$ cat config.mk
export PLATFORM = sky130hd
export DESIGN_NAME = rtr_core
export DESIGN_NICKNAME = d
export VERILOG_FILES = /design/src/hw/rtr_pkg.sv /design/src/hw/rtr_ram.sv /design/src/hw/rtr_core.sv
export SDC_FILE = /design/constraint.sdc
export NUM_CORES = 2
export LEC_CHECK = 0
export BUFFER_PORTS_ARGS = -buffer_cell sky130_fd_sc_hd__buf_2
export CELL_PAD_IN_SITES_DETAIL_PLACEMENT = 1
export CELL_PAD_IN_SITES_GLOBAL_PLACEMENT = 1
export CORE_MARGIN = 4
export CORE_UTILIZATION = 45
export CTS_CLUSTER_DIAMETER = 50
export DETAILED_ROUTE_END_ITERATION = 10
export PLACE_DENSITY_LB_ADDON = 0.15
export SLEW_MARGIN = 20
export SYNTH_ARGS = -nofsm -noshare
export SYNTH_HDL_FRONTEND = slang
export SYNTH_SLANG_ARGS = --single-unit
export TNS_END_PERCENT = 100
$ cat constraint.sdc
create_clock -name ref_clk_i -period 2.7 [get_ports ref_clk_i]
set_input_delay 0.405 -clock ref_clk_i [delete_from_list [all_inputs] [get_ports ref_clk_i]]
set_output_delay 0.405 -clock ref_clk_i [all_outputs]
set_load 0.03 [all_outputs]
$ cat src/hw/rtr_pkg.sv
// Purpose: Constants, opcodes and decode for the transfer/RAM-addressing executor
// Assumes: 4-bit core; 10-bit instruction words presented over the register bus
// Notes:   Byte offsets are word aligned; reserved bits read as zero
package rtr_pkg;

  // Data widths
  localparam int NIB_W   = 4;
  localparam int E_W     = 8;
  localparam int D_W     = 3;
  localparam int Z_W     = 2;
  localparam int SP_W    = 3;
  localparam int INSTR_W = 10;
  localparam int PTR_W   = Z_W + 2 * NIB_W;
  localparam int ADDR_W  = 6;
  localparam int DATA_W  = 32;

  // Register byte offsets
  localparam logic [ADDR_W-1:0] OFS_INSTR  = 6'h00;
  localparam logic [ADDR_W-1:0] OFS_ACC    = 6'h04;
  localparam logic [ADDR_W-1:0] OFS_B      = 6'h08;
  localparam logic [ADDR_W-1:0] OFS_E      = 6'h0c;
  localparam logic [ADDR_W-1:0] OFS_D      = 6'h10;
  localparam logic [ADDR_W-1:0] OFS_Z      = 6'h14;
  localparam logic [ADDR_W-1:0] OFS_X      = 6'h18;
  localparam logic [ADDR_W-1:0] OFS_Y      = 6'h1c;
  localparam logic [ADDR_W-1:0] OFS_SP     = 6'h20;
  localparam logic [ADDR_W-1:0] OFS_STATUS = 6'h24;
  localparam logic [ADDR_W-1:0] OFS_RADDR  = 6'h28;
  localparam logic [ADDR_W-1:0] OFS_RDATA  = 6'h2c;

  // Status bit positions
  localparam int ST_CARRY = 0;
  localparam int ST_SKIP  = 1;
  localparam int ST_XYRUN = 2;

  // Reset values
  localparam logic [NIB_W-1:0] NIB_RST = 4'h0;
  localparam logic [E_W-1:0]   E_RST   = 8'h00;
  localparam logic [D_W-1:0]   D_RST   = 3'h0;
  localparam logic [Z_W-1:0]   Z_RST   = 2'h0;
  localparam logic [SP_W-1:0]  SP_RST  = 3'h7;

  // Skip thresholds of the Y counter
  localparam logic [NIB_W-1:0] Y_WRAP_UP = 4'h0;
  localparam logic [NIB_W-1:0] Y_WRAP_DN = 4'hf;

  // Full opcodes
  localparam logic [9:0] OPC_B2A    = 10'h01e;
  localparam logic [9:0] OPC_A2B    = 10'h00e;
  localparam logic [9:0] OPC_Y2A    = 10'h01f;
  localparam logic [9:0] OPC_A2Y    = 10'h00c;
  localparam logic [9:0] OPC_PACK   = 10'h01a;
  localparam logic [9:0] OPC_UNPACK = 10'h02a;
  localparam logic [9:0] OPC_A2D    = 10'h029;
  localparam logic [9:0] OPC_D2A    = 10'h051;
  localparam logic [9:0] OPC_Z2A    = 10'h053;
  localparam logic [9:0] OPC_X2A    = 10'h052;
  localparam logic [9:0] OPC_SP2A   = 10'h050;
  localparam logic [9:0] OPC_INCY   = 10'h013;
  localparam logic [9:0] OPC_DECY   = 10'h017;
  // Opcode prefixes of immediate forms
  localparam logic [1:0] PFX_LDXY  = 2'h3;
  localparam logic [7:0] PFX_LDZ   = 8'h12;
  localparam logic [5:0] PFX_LDRAM = 6'h2c;
  localparam logic [5:0] PFX_SWAP  = 6'h2d;
  localparam logic [5:0] PFX_SWAPD = 6'h2f;
  localparam logic [5:0] PFX_SWAPI = 6'h2e;
  localparam logic [5:0] PFX_STORE = 6'h2b;

  typedef enum logic [4:0] {
    OP_NOP, OP_B2A, OP_A2B, OP_Y2A, OP_A2Y, OP_PACK, OP_UNPACK, OP_A2D,
    OP_D2A, OP_Z2A, OP_X2A, OP_SP2A, OP_LDXY, OP_LDZ, OP_INCY, OP_DECY,
    OP_LDRAM, OP_SWAP, OP_SWAPD, OP_SWAPI, OP_STORE
  } rtr_op_t;

  typedef enum {ST_IDLE, ST_LOOK, ST_EXEC, ST_ACK} rtr_state_t;

  // Instruction word to operation class
  function automatic rtr_op_t rtr_decode(input logic [INSTR_W-1:0] w);
    rtr_op_t op;
    op = OP_NOP;
    if (w[9:8] == PFX_LDXY) op = OP_LDXY;
    else if (w[9:2] == PFX_LDZ) op = OP_LDZ;
    else if (w[9:4] == PFX_LDRAM) op = OP_LDRAM;
    else if (w[9:4] == PFX_SWAP) op = OP_SWAP;
    else if (w[9:4] == PFX_SWAPD) op = OP_SWAPD;
    else if (w[9:4] == PFX_SWAPI) op = OP_SWAPI;
    else if (w[9:4] == PFX_STORE) op = OP_STORE;
    else if (w == OPC_B2A) op = OP_B2A;
    else if (w == OPC_A2B) op = OP_A2B;
    else if (w == OPC_Y2A) op = OP_Y2A;
    else if (w == OPC_A2Y) op = OP_A2Y;
    else if (w == OPC_PACK) op = OP_PACK;
    else if (w == OPC_UNPACK) op = OP_UNPACK;
    else if (w == OPC_A2D) op = OP_A2D;
    else if (w == OPC_D2A) op = OP_D2A;
    else if (w == OPC_Z2A) op = OP_Z2A;
    else if (w == OPC_X2A) op = OP_X2A;
    else if (w == OPC_SP2A) op = OP_SP2A;
    else if (w == OPC_INCY) op = OP_INCY;
    else if (w == OPC_DECY) op = OP_DECY;
    return op;
  endfunction

endpackage

$ cat src/hw/rtr_ram.sv
// Purpose: Nibble-wide data RAM with one synchronous read/write port
// Assumes: Read data appear one clock after the address
// Notes:   Contents are not reset, as in a real data RAM
`timescale 1ns/1ns
module rtr_ram #(
  parameter int DEPTH = 1024,
  parameter int AW    = 10,
  parameter int DW    = 4
) (
  input  wire logic          clk_i,
  // Port
  input  wire logic          we_i,
  input  wire logic [AW-1:0] addr_i,
  input  wire logic [DW-1:0] wdata_i,
  output logic      [DW-1:0] rdata_o
);

  logic [DW-1:0] mem_q [DEPTH];

  // Write and registered read share one address
  always_ff @(posedge clk_i) begin
    if (we_i) begin
      mem_q[addr_i] <= wdata_i;
    end
    rdata_o <= mem_q[addr_i];
  end

endmodule

$ cat src/hw/rtr_core.sv
// Purpose: Executes transfer and RAM-addressing instructions written over Avalon-MM
// Assumes: Master holds each request until it sees waitrequest low
// Notes:   Every access takes the same four-cycle path, so timing is fixed
`timescale 1ns/1ns
module rtr_core
  import rtr_pkg::*;
#(
  parameter int RAM_DEPTH = 1024
) (
  // Clock and reset
  input  wire logic                        ref_clk_i,
  input  wire logic                        nrst_i,
  // Avalon-MM slave
  input  wire logic [rtr_pkg::ADDR_W-1:0]  avs_address_i,
  input  wire logic                        avs_read_i,
  input  wire logic                        avs_write_i,
  input  wire logic [rtr_pkg::DATA_W-1:0]  avs_writedata_i,
  output logic      [rtr_pkg::DATA_W-1:0]  avs_readdata_o,
  output logic                             avs_waitrequest_o
);
  import rtr_pkg::*;

  localparam int RAM_AW = $clog2(RAM_DEPTH);

  // The RAM may not exceed the range of the pointer that addresses it
  if (RAM_DEPTH < 2 || RAM_DEPTH > (1 << PTR_W) || (1 << RAM_AW) != RAM_DEPTH) begin : g_chk
    $error("rtr_core: RAM_DEPTH must be a power of two up to 2**PTR_W");
  end

  // Reset synchroniser
  logic rst_meta_q;
  logic rst_n_q;

  always_ff @(posedge ref_clk_i or negedge nrst_i) begin
    if (!nrst_i) begin
      rst_meta_q <= 1'b0;
      rst_n_q    <= 1'b0;
    end else begin
      rst_meta_q <= 1'b1;
      rst_n_q    <= rst_meta_q;
    end
  end

  // Core registers
  logic [NIB_W-1:0]  acc_q, acc_d;
  logic [NIB_W-1:0]  b_q, b_d;
  logic [E_W-1:0]    e_q, e_d;
  logic [D_W-1:0]    d_q, d_d;
  logic [Z_W-1:0]    z_q, z_d;
  logic [NIB_W-1:0]  x_q, x_d;
  logic [NIB_W-1:0]  y_q, y_d;
  logic [SP_W-1:0]   sp_q, sp_d;
  logic              carry_q, carry_d;
  logic              skip_q, skip_d;
  logic              xyrun_q, xyrun_d;
  logic [PTR_W-1:0]  raddr_q;

  // Captured request
  rtr_state_t            state_q;
  logic [ADDR_W-1:0]     addr_q;
  logic                  wr_q;
  logic [DATA_W-1:0]     wdata_q;
  logic [DATA_W-1:0]     rdata_q;

  // RAM port
  logic                  ram_we;
  logic [PTR_W-1:0]      ram_ptr;
  logic [NIB_W-1:0]      ram_wdata;
  logic [NIB_W-1:0]      ram_rdata;

  // Decode of the current instruction word
  logic                  is_instr;
  logic                  exec_go;
  rtr_op_t               op;
  logic [NIB_W-1:0]      imm_j;
  logic [NIB_W-1:0]      y_inc;
  logic [NIB_W-1:0]      y_dec;

  assign is_instr = wr_q && (addr_q == OFS_INSTR);
  assign exec_go  = (state_q == ST_EXEC) && is_instr;
  assign op       = rtr_decode(wdata_q[INSTR_W-1:0]);
  assign imm_j    = wdata_q[NIB_W-1:0];
  assign y_inc    = NIB_W'(y_q + 1'b1);
  assign y_dec    = NIB_W'(y_q - 1'b1);

  // Request flow: every access idles, looks up RAM, executes, acknowledges
  always_ff @(posedge ref_clk_i or negedge rst_n_q) begin
    if (!rst_n_q) begin
      state_q <= ST_IDLE;
    end else begin
      unique case (state_q)
        ST_IDLE: begin
          if (avs_read_i || avs_write_i) begin
            state_q <= ST_LOOK;
          end
        end
        ST_LOOK: state_q <= ST_EXEC;
        ST_EXEC: state_q <= ST_ACK;
        ST_ACK:  state_q <= ST_IDLE;
      endcase
    end
  end

  // Request capture; the master holds it steady anyway
  always_ff @(posedge ref_clk_i or negedge rst_n_q) begin
    if (!rst_n_q) begin
      addr_q  <= '0;
      wr_q    <= 1'b0;
      wdata_q <= '0;
    end else if (state_q == ST_IDLE && (avs_read_i || avs_write_i)) begin
      addr_q  <= avs_address_i;
      wr_q    <= avs_write_i;
      wdata_q <= avs_writedata_i;
    end
  end

  assign avs_waitrequest_o = (state_q != ST_ACK);
  assign avs_readdata_o    = rdata_q;

  // Pointer is formed from registers before the EXEC edge updates them
  assign ram_ptr = is_instr ? {z_q, x_q, y_q} : raddr_q;

  // RAM writes happen only at the EXEC edge, one per access
  always_comb begin
    ram_we    = 1'b0;
    ram_wdata = acc_q;
    if (exec_go && !skip_q && !(op == OP_LDXY && xyrun_q)) begin
      ram_we = (op == OP_SWAP) || (op == OP_SWAPD) || (op == OP_SWAPI)
               || (op == OP_STORE);
    end else if (state_q == ST_EXEC && wr_q && addr_q == OFS_RDATA) begin
      ram_we    = 1'b1;
      ram_wdata = wdata_q[NIB_W-1:0];
    end
  end

  rtr_ram #(
    .DEPTH (RAM_DEPTH),
    .AW    (RAM_AW),
    .DW    (NIB_W)
  ) u_ram (
    .clk_i   (ref_clk_i),
    .we_i    (ram_we),
    .addr_i  (ram_ptr[RAM_AW-1:0]),
    .wdata_i (ram_wdata),
    .rdata_o (ram_rdata)
  );

  // Next state of the core registers
  always_comb begin
    acc_d   = acc_q;
    b_d     = b_q;
    e_d     = e_q;
    d_d     = d_q;
    z_d     = z_q;
    x_d     = x_q;
    y_d     = y_q;
    sp_d    = sp_q;
    carry_d = carry_q;
    skip_d  = skip_q;
    xyrun_d = xyrun_q;
    if (exec_go) begin
      // A run of loads stays a run even across skipped members
      xyrun_d = (op == OP_LDXY);
      skip_d  = 1'b0;
      if (skip_q || (op == OP_LDXY && xyrun_q)) begin
        // Fetched but without effect
      end else begin
        unique case (op)
          OP_B2A:    acc_d = b_q;
          OP_A2B:    b_d = acc_q;
          OP_Y2A:    acc_d = y_q;
          OP_A2Y:    y_d = acc_q;
          OP_PACK:   e_d = {b_q, acc_q};
          OP_UNPACK: begin
            b_d   = e_q[E_W-1:NIB_W];
            acc_d = e_q[NIB_W-1:0];
          end
          OP_A2D:    d_d = acc_q[D_W-1:0];
          OP_D2A:    acc_d = {1'b0, d_q};
          OP_Z2A:    acc_d = {2'b00, z_q};
          OP_X2A:    acc_d = x_q;
          OP_SP2A:   acc_d = {1'b0, sp_q};
          OP_LDXY: begin
            x_d = wdata_q[2*NIB_W-1:NIB_W];
            y_d = wdata_q[NIB_W-1:0];
          end
          OP_LDZ:    z_d = wdata_q[Z_W-1:0];
          OP_INCY: begin
            y_d    = y_inc;
            skip_d = (y_inc == Y_WRAP_UP);
          end
          OP_DECY: begin
            y_d    = y_dec;
            skip_d = (y_dec == Y_WRAP_DN);
          end
          OP_LDRAM: begin
            acc_d = ram_rdata;
            x_d   = x_q ^ imm_j;
          end
          OP_SWAP: begin
            acc_d = ram_rdata;
            x_d   = x_q ^ imm_j;
          end
          OP_SWAPD: begin
            acc_d  = ram_rdata;
            x_d    = x_q ^ imm_j;
            y_d    = y_dec;
            skip_d = (y_dec == Y_WRAP_DN);
          end
          OP_SWAPI: begin
            acc_d  = ram_rdata;
            x_d    = x_q ^ imm_j;
            y_d    = y_inc;
            skip_d = (y_inc == Y_WRAP_UP);
          end
          OP_STORE:  x_d = x_q ^ imm_j;
          default: begin
            // Unknown words act as no operation
          end
        endcase
      end
    end else if (state_q == ST_EXEC && wr_q) begin
      // Direct software access to the register file
      unique case (addr_q)
        OFS_ACC:    acc_d = wdata_q[NIB_W-1:0];
        OFS_B:      b_d = wdata_q[NIB_W-1:0];
        OFS_E:      e_d = wdata_q[E_W-1:0];
        OFS_D:      d_d = wdata_q[D_W-1:0];
        OFS_Z:      z_d = wdata_q[Z_W-1:0];
        OFS_X:      x_d = wdata_q[NIB_W-1:0];
        OFS_Y:      y_d = wdata_q[NIB_W-1:0];
        OFS_SP:     sp_d = wdata_q[SP_W-1:0];
        OFS_STATUS: carry_d = wdata_q[ST_CARRY];
        default: begin
          // Unmapped and read-only offsets ignore writes
        end
      endcase
    end
  end

  // Accumulator and B; a skipped or unknown word leaves both as they were
  always_ff @(posedge ref_clk_i or negedge rst_n_q) begin
    if (!rst_n_q) begin
      acc_q <= NIB_RST;
      b_q   <= NIB_RST;
    end else begin
      acc_q <= acc_d;
      b_q   <= b_d;
    end
  end

  // Pack register E and the three-bit D register
  always_ff @(posedge ref_clk_i or negedge rst_n_q) begin
    if (!rst_n_q) begin
      e_q <= E_RST;
      d_q <= D_RST;
    end else begin
      e_q <= e_d;
      d_q <= d_d;
    end
  end

  // RAM address registers; they change only at the EXEC edge, after the pointer was used
  always_ff @(posedge ref_clk_i or negedge rst_n_q) begin
    if (!rst_n_q) begin
      z_q <= Z_RST;
      x_q <= NIB_RST;
      y_q <= NIB_RST;
    end else begin
      z_q <= z_d;
      x_q <= x_d;
      y_q <= y_d;
    end
  end

  // Stack pointer and carry; no instruction of this group writes either
  always_ff @(posedge ref_clk_i or negedge rst_n_q) begin
    if (!rst_n_q) begin
      sp_q    <= SP_RST;
      carry_q <= 1'b0;
    end else begin
      sp_q    <= sp_d;
      carry_q <= carry_d;
    end
  end

  // Sequencing flags: pending skip and the running chain of X/Y loads
  always_ff @(posedge ref_clk_i or negedge rst_n_q) begin
    if (!rst_n_q) begin
      skip_q  <= 1'b0;
      xyrun_q <= 1'b0;
    end else begin
      skip_q  <= skip_d;
      xyrun_q <= xyrun_d;
    end
  end

  // RAM window address register
  always_ff @(posedge ref_clk_i or negedge rst_n_q) begin
    if (!rst_n_q) begin
      raddr_q <= '0;
    end else if (state_q == ST_EXEC && wr_q && addr_q == OFS_RADDR) begin
      raddr_q <= wdata_q[PTR_W-1:0];
    end
  end

  // Read data are taken from pre-update state; writes leave them so the last read stands
  always_ff @(posedge ref_clk_i or negedge rst_n_q) begin
    if (!rst_n_q) begin
      rdata_q <= '0;
    end else if (state_q == ST_EXEC) begin
      if (!wr_q) begin
        rdata_q <= '0;
        unique case (addr_q)
          OFS_ACC:    rdata_q[NIB_W-1:0] <= acc_q;
          OFS_B:      rdata_q[NIB_W-1:0] <= b_q;
          OFS_E:      rdata_q[E_W-1:0] <= e_q;
          OFS_D:      rdata_q[D_W-1:0] <= d_q;
          OFS_Z:      rdata_q[Z_W-1:0] <= z_q;
          OFS_X:      rdata_q[NIB_W-1:0] <= x_q;
          OFS_Y:      rdata_q[NIB_W-1:0] <= y_q;
          OFS_SP:     rdata_q[SP_W-1:0] <= sp_q;
          OFS_STATUS: begin
            rdata_q[ST_CARRY] <= carry_q;
            rdata_q[ST_SKIP]  <= skip_q;
            rdata_q[ST_XYRUN] <= xyrun_q;
          end
          OFS_RADDR:  rdata_q[PTR_W-1:0] <= raddr_q;
          OFS_RDATA:  rdata_q[NIB_W-1:0] <= ram_rdata;
          default: begin
            // Unmapped offsets read as zero
          end
        endcase
      end
    end
  end

endmodule

Yosys cells after proc, flatten, opt, wreduce, memory -nomap -nowiden. Memory sizes are Yosys's and may differ from the RTL's. A register that Yosys moved wholly into a read port is not among the register bits. Cells that the tools add are included.

Register bits after elaboration: 106. Memories kept: 1. Output and inout port bits: 33. RAM bits: 4096. Input port bits: 42. Word-level logic and storage cells: 204.

Memory list: u_ram.mem_q (depth 1024, width 4, read ports 1, clocked after memory_dff 1, write ports 1, line rtr_ram.sv:18) `logic [DW-1:0] mem_q [DEPTH];`.

Muxes and demuxes: 71. Reduce and logical (&&, ||, !) cells: 42. Equal/unequal tests: 66. $add $sub $neg: 2. Bitwise gates (word level): 3.

Operators with widths (number): $pmux W32 S4 (1); $mux W4 (31); $eq A32 B2 Y1 const B (2); $logic_not A32 Y1 (2); $eq A6 B6 Y1 const B (9); $eq A10 B5 Y1 const B (5); $eq A10 B7 Y1 const B (4); $eq A5 B4 Y1 const B (8); $mux W8 (5); $mux W5 (7); $eq A32 B1 Y1 const B (1); $eq A32 B3 Y1 const B (1); $mux W32 (1); $ne A32 B3 Y1 const B (1); $pmux W4 S8 (1); $reduce_and A4 Y1 (7); $eq A5 B5 Y1 const B (5); $eq A6 B5 Y1 const B (4); $pmux W4 S2 (3); $pmux W2 S11 (1); $eq A10 B4 Y1 const B (2); $eq A10 B6 Y1 const B (2); $eq A5 B3 Y1 const B (4); $pmux W4 S4 (1); other kinds (35) (76).

Depth between registers and ports, before layout.
Word-level depth: 28. Gate-level depth with buffers: 17.

Cells and area by module. A second synthesis with hierarchy kept.

Cell total of the unflattened synthesis: 9454. Area, all modules: 165991.7 µm².

By module, submodules not included: rtr_ram (seq. area each 123078.0 µm², instances 1, area an instance 160849.3 µm², cells each 8919); rtr_core (seq. area each 1905.6 µm², instances 1, area an instance 5142.4 µm², cells each 535).

Worst setup path before layout. No wires, ideal clock.

Path kind: reg2reg. Start point: reg addr_q[4]. End point: mem u_ram.mem_q[0][0], data pin. Slack: -7128 ps. Cell stages (with the launch flop): 6. Path buffers: 2. Setup time: 1629 ps. Required time: 1071 ps. Clock period less this slack: 9828 ps. Arrival: 8199 ps. Path through: dfrtp_1 -> clkbuf_1 -> nand2b_1 -> clkbuf_1 -> nor3_1 -> mux2_2.

Cells in the longest elaborated chain, start to end: 6. Elaborated cells between the ends (all ways): 9. Those cells by class: eq/ne (1); mux (2); reduce/logical (6).

RTL lines: start: declaration (line rtr_core.sv:60) `logic [ADDR_W-1:0] addr_q;`; start signal: assignment (line rtr_core.sv:111) `addr_q <= avs_address_i;`; $logic_not A6 Y1 (line rtr_core.sv:79) `assign is_instr = wr_q && (addr_q == OFS_INSTR);`; $logic_and A1 B1 Y1 (line rtr_core.sv:79); $logic_and A1 B1 Y1 (line rtr_core.sv:80) `assign exec_go = (state_q == ST_EXEC) && is_instr;`; $logic_and A1 B1 Y1 (2 in a row) (line rtr_core.sv:127) `if (exec_go && !skip_q && !(op == OP_LDXY && xyrun_q)) begin`; $mux W4 * (line rtr_core.sv:127); via ram_wdata[0] (line rtr_core.sv:68) `logic [NIB_W-1:0] ram_wdata;`; end: declaration (line rtr_ram.sv:18).

The timed path passes the listed nets; every way through them passes the cells marked *.

Worst setup path in the final report.
Start point: reg wr_q. End point: reg u_ram.rdata_o[2] (read register of u_ram.mem_q).

Cells in the longest elaborated chain, start to end: 2.

RTL lines: start: declaration (line rtr_core.sv:61) `logic wr_q;`; start signal: assignment (line rtr_core.sv:112) `wr_q <= avs_write_i;`; $logic_and A1 B1 Y1 (line rtr_core.sv:79); $mux W10 (line rtr_core.sv:121) `assign ram_ptr = is_instr ? {z_q, x_q, y_q} : raddr_q;`; end: declaration (line rtr_ram.sv:15) `output logic [DW-1:0] rdata_o`.

No other way between the ends. A chain may end at the register's enable or synchronous reset.

==> impl_metrics.toml <==
[sta]
fin_skew_ps = 76.4
worst_pin_slew_ps = 1160
final_max_slew_viol_count = 0
fin_setup_tns_ps = -4480360
setup_violations = 6894
rsz0062_at_grt = "true"
slew-limit-headroom = 0.224
period_minus_slack_ps = 5220
hold_violations = 0
fmax_ghz = 0.191
setup_ws_ps = -2520
finalCritPeriodShare = 1.93

[critical_path]
crit_type = "reg -> reg"
crit_end = "u_ram.rdata_o[2]"
arrival_ps = 6130
r2r-start = "wr_q"
cp-start-kind = "flop"
startpoint = "wr_q"
r2r_cells = 17
rrSetupSlack_ps = -2520
end_kind = "flop"
r2r-end = "u_ram.rdata_o[2]"
worstPathRequired_ps = 3600
worstPathMaxFanout = 80

[layout]
layoutNonFillerInstCount = 19500
fill_cells = 34700
areaGrowthSynthToFinish_pct = 30.8
fin_nets = 14100
drive_above_1_share = 0.306

[global_routing]
antenna_found_initial = 82
overflow = 0
grt_pass1_wl_um = 1020000
first_global_vias = 125000
grt_start_max_net_pins = 124
track_usage = 0.382

[logic_synthesis]
synth_area_leaders = "edfxtp_1, mux2i_1, nor2_1, o22ai_1, nand2_1"
synthCells = 11200
synth-seq-cells = 4176
postSynthAreaPerCell_sq_um = 15.0
synth_area_leader_cell = "edfxtp_1"
synth-seq-area-share = 0.746
synthTopCellsByCount = "edfxtp_1, mux2i_1, nor2_1"
yosys_warnings = 0
ys.flop_type = "edfxtp_1"
synth_edf_count = 4096
synth_top_cell_area_share = 0.734
synthArstFlopShare = 0.0182
syn_area_sq_um = 168000
synth_most_common_cell = "edfxtp_1"
synth_cell_types = 100

[routing]
finalWirelength_um = 752000
routed-via-count = 125000
postRouteAntennaNets = 0
wl_per_cell_um = 38.7
drt_iter0_drc = 18000
dr.pass1.iters = 8
drc = 0
via_per_inst = 6.43

[clock_tree]
cts_tree = "done"
path_clk_slew_ps = 60
cts-root-buf = "clkbuf_16"
cts.sinks = 4176
clk_path_buf_depth = 4
insertion_delay_ps = 1020
htree_levels = 5
cts_made_buffers = 475

[die]
row_count = 223
fp.dieArea_sq_um = 382000
die_w_um = 618
design.core.area_sq_um = 370000
die_y_um = 618
pin_count = 75
start_util = 0.453

[place]
dp_hpwl_um = 518000
pre_cts_slack_ps = -3140
place_congestion = 1.00
numPortBuffers = 30
dp_cells = 18400

[power]
powerDensity_nw_per_um2 = 1030
vdd_drop_max_uv = 744
leakage_nw = 76.9

[run_status]
violations = "negative setup slack"
status = "finished, violations left"

[flow_run]
cap_viol_max_count = 0

[hold_path]
hp-class = "in -> reg"
min_from = "avs_writedata_i[7]"
holdPathStages = 3
[critical path, cell delays in order, from the launching register on]
cell	delay, ps
dfrtp_1	410
or3b_4	300
o21ai_4	110
buf_12	160
buf_4	160
buf_12	180
buf_6	400
nand3_1	130
a21oi_2	90
a2111oi_4	300
buf_4	170
nand4_1	570
buf_4	380
a32oi_1	210
nand4b_1	470
nor4b_4	440
buf_4	210
nand4b_1	100
[worst min-delay path by stage]
stage	slack, ps	endpoint
2_1_floorplan	110	rst_meta_q
3_3_place_gp	190	rst_meta_q
3_5_place_dp	190	rst_meta_q
4_1_cts	130	wdata_q[7]
5_1_grt	210	wdata_q[9]
6_report	200	wdata_q[7]
[flip-flops by register name (all words and copies together), names as in the netlist, 2 cells and up]
signal	count
x_q	4
sp_q	3
b_q	4
e_q	8
y_q	4
acc_q	4
raddr_q	10
u_ram.mem_q	4096
d_q	3
state_q	2
addr_q	6
wdata_q	10
avs_readdata_o	10
u_ram.rdata_o	4
z_q	2
[what timing repair did]
item / in CTS / in global routing
gates resized for setup: 302 / 279
buffers inserted: 56 / 25
hold buffers: 21 / 0
endpoints found under the hold margin: 21 / 0
endpoints found under the setup margin: 4207 / 5355
pin swaps: 47 / 44
gates cloned: 8 / 11
[layer usage]
layer	vias up	track usage	routed length, um
met5	-	0	297
met1	64600	0.499	272000
li1	49200	-	-
met2	8943	0.572	332000
met4	42	0.247	58700
met3	2162	0.0940	88300
[placed cells by master, fill, tap and decap left out, types with 26 or more instances in the layout]
cell / netlist / layout
a2111oi_0: 64 / 31
a211oi_1: 75 / 71
a21oi_1: 521 / 492
a22o_1: 30 / 30
a22oi_1: 78 / 78
a311oi_1: 62 / 61
a31oi_1: 94 / 84
and3_1: 70 / 70
buf_12: 0 / 431
buf_2: 238 / 30
buf_4: 61 / 2631
buf_6: 4 / 73
bufinv_16: 0 / 53
clkbuf_1: 480 / 82
clkbuf_16: 0 / 490
clkinv_1: 0 / 83
clkinv_2: 0 / 86
clkinvlp_4: 0 / 34
dfrtp_1: 73 / 71
diode_2: 0 / 45
edfxtp_1: 4096 / 4096
mux2_2: 96 / 89
mux2i_1: 1260 / 1229
nand2_1: 929 / 895
nand3_1: 263 / 245
nor2_1: 1075 / 983
nor2_2: 1 / 43
nor2_4: 1 / 51
nor3_1: 63 / 50
nor4_1: 194 / 163
nor4_2: 1 / 26
o21ai_0: 258 / 248
o22ai_1: 606 / 595
[power breakdown]
part	leakage [nW]	internal (mW)	switching, mW
Combinational	31.3	27.6	51.3
Clock	7.56	37.7	27.4
Sequential	38.1	80.7	0.930
[logic make-up after synthesis]
| logic type | after synthesis | share of synthesized area |
|---|---|---|
| buffers and inverters | 875 | 0.0229 |
| adders and majority gates | 7 | 0.000508 |
| xor gates and xnor gates | 5 | 0.000261 |
| other | 2 | 0.0000448 |
| and+or+nand+nor | 2737 | 0.0708 |
| DFF | 4176 | 0.746 |
| muxes | 1373 | 0.0831 |
| AOI/OAI and AO/OA | 2009 | 0.0762 |
[per-stage QoR]
stage                     total power [mW]  hold slack [ps]  instance area (sq um)   util
after floorplan                        113              109                 168000      -
after global placement                 154              191                 199000  0.539
after detailed placement               156              193                 199000  0.539
after CTS                              222              132                 217000  0.587
after global routing                   230              206                 219000  0.592
final                                  226              197                 219000  0.592
[final cells by class]
class / instances / area [sq um] / area share
Sequential cell: 4176 / 125000 / 0.570
Timing Repair Buffer: 3230 / 30500 / 0.139
Clock buffer: 563 / 12300 / 0.0563
Tap cell: 4950 / 6190 / 0.0283
Inverter: 16 / 60.1 / 0.000274
Multi-Input combinational cell: 6155 / 41600 / 0.190
Antenna cell: 45 / 113 / 0.000514
Clock inverter: 318 / 3290 / 0.0150
Note: power is estimated with default switching activity, not from simulation.
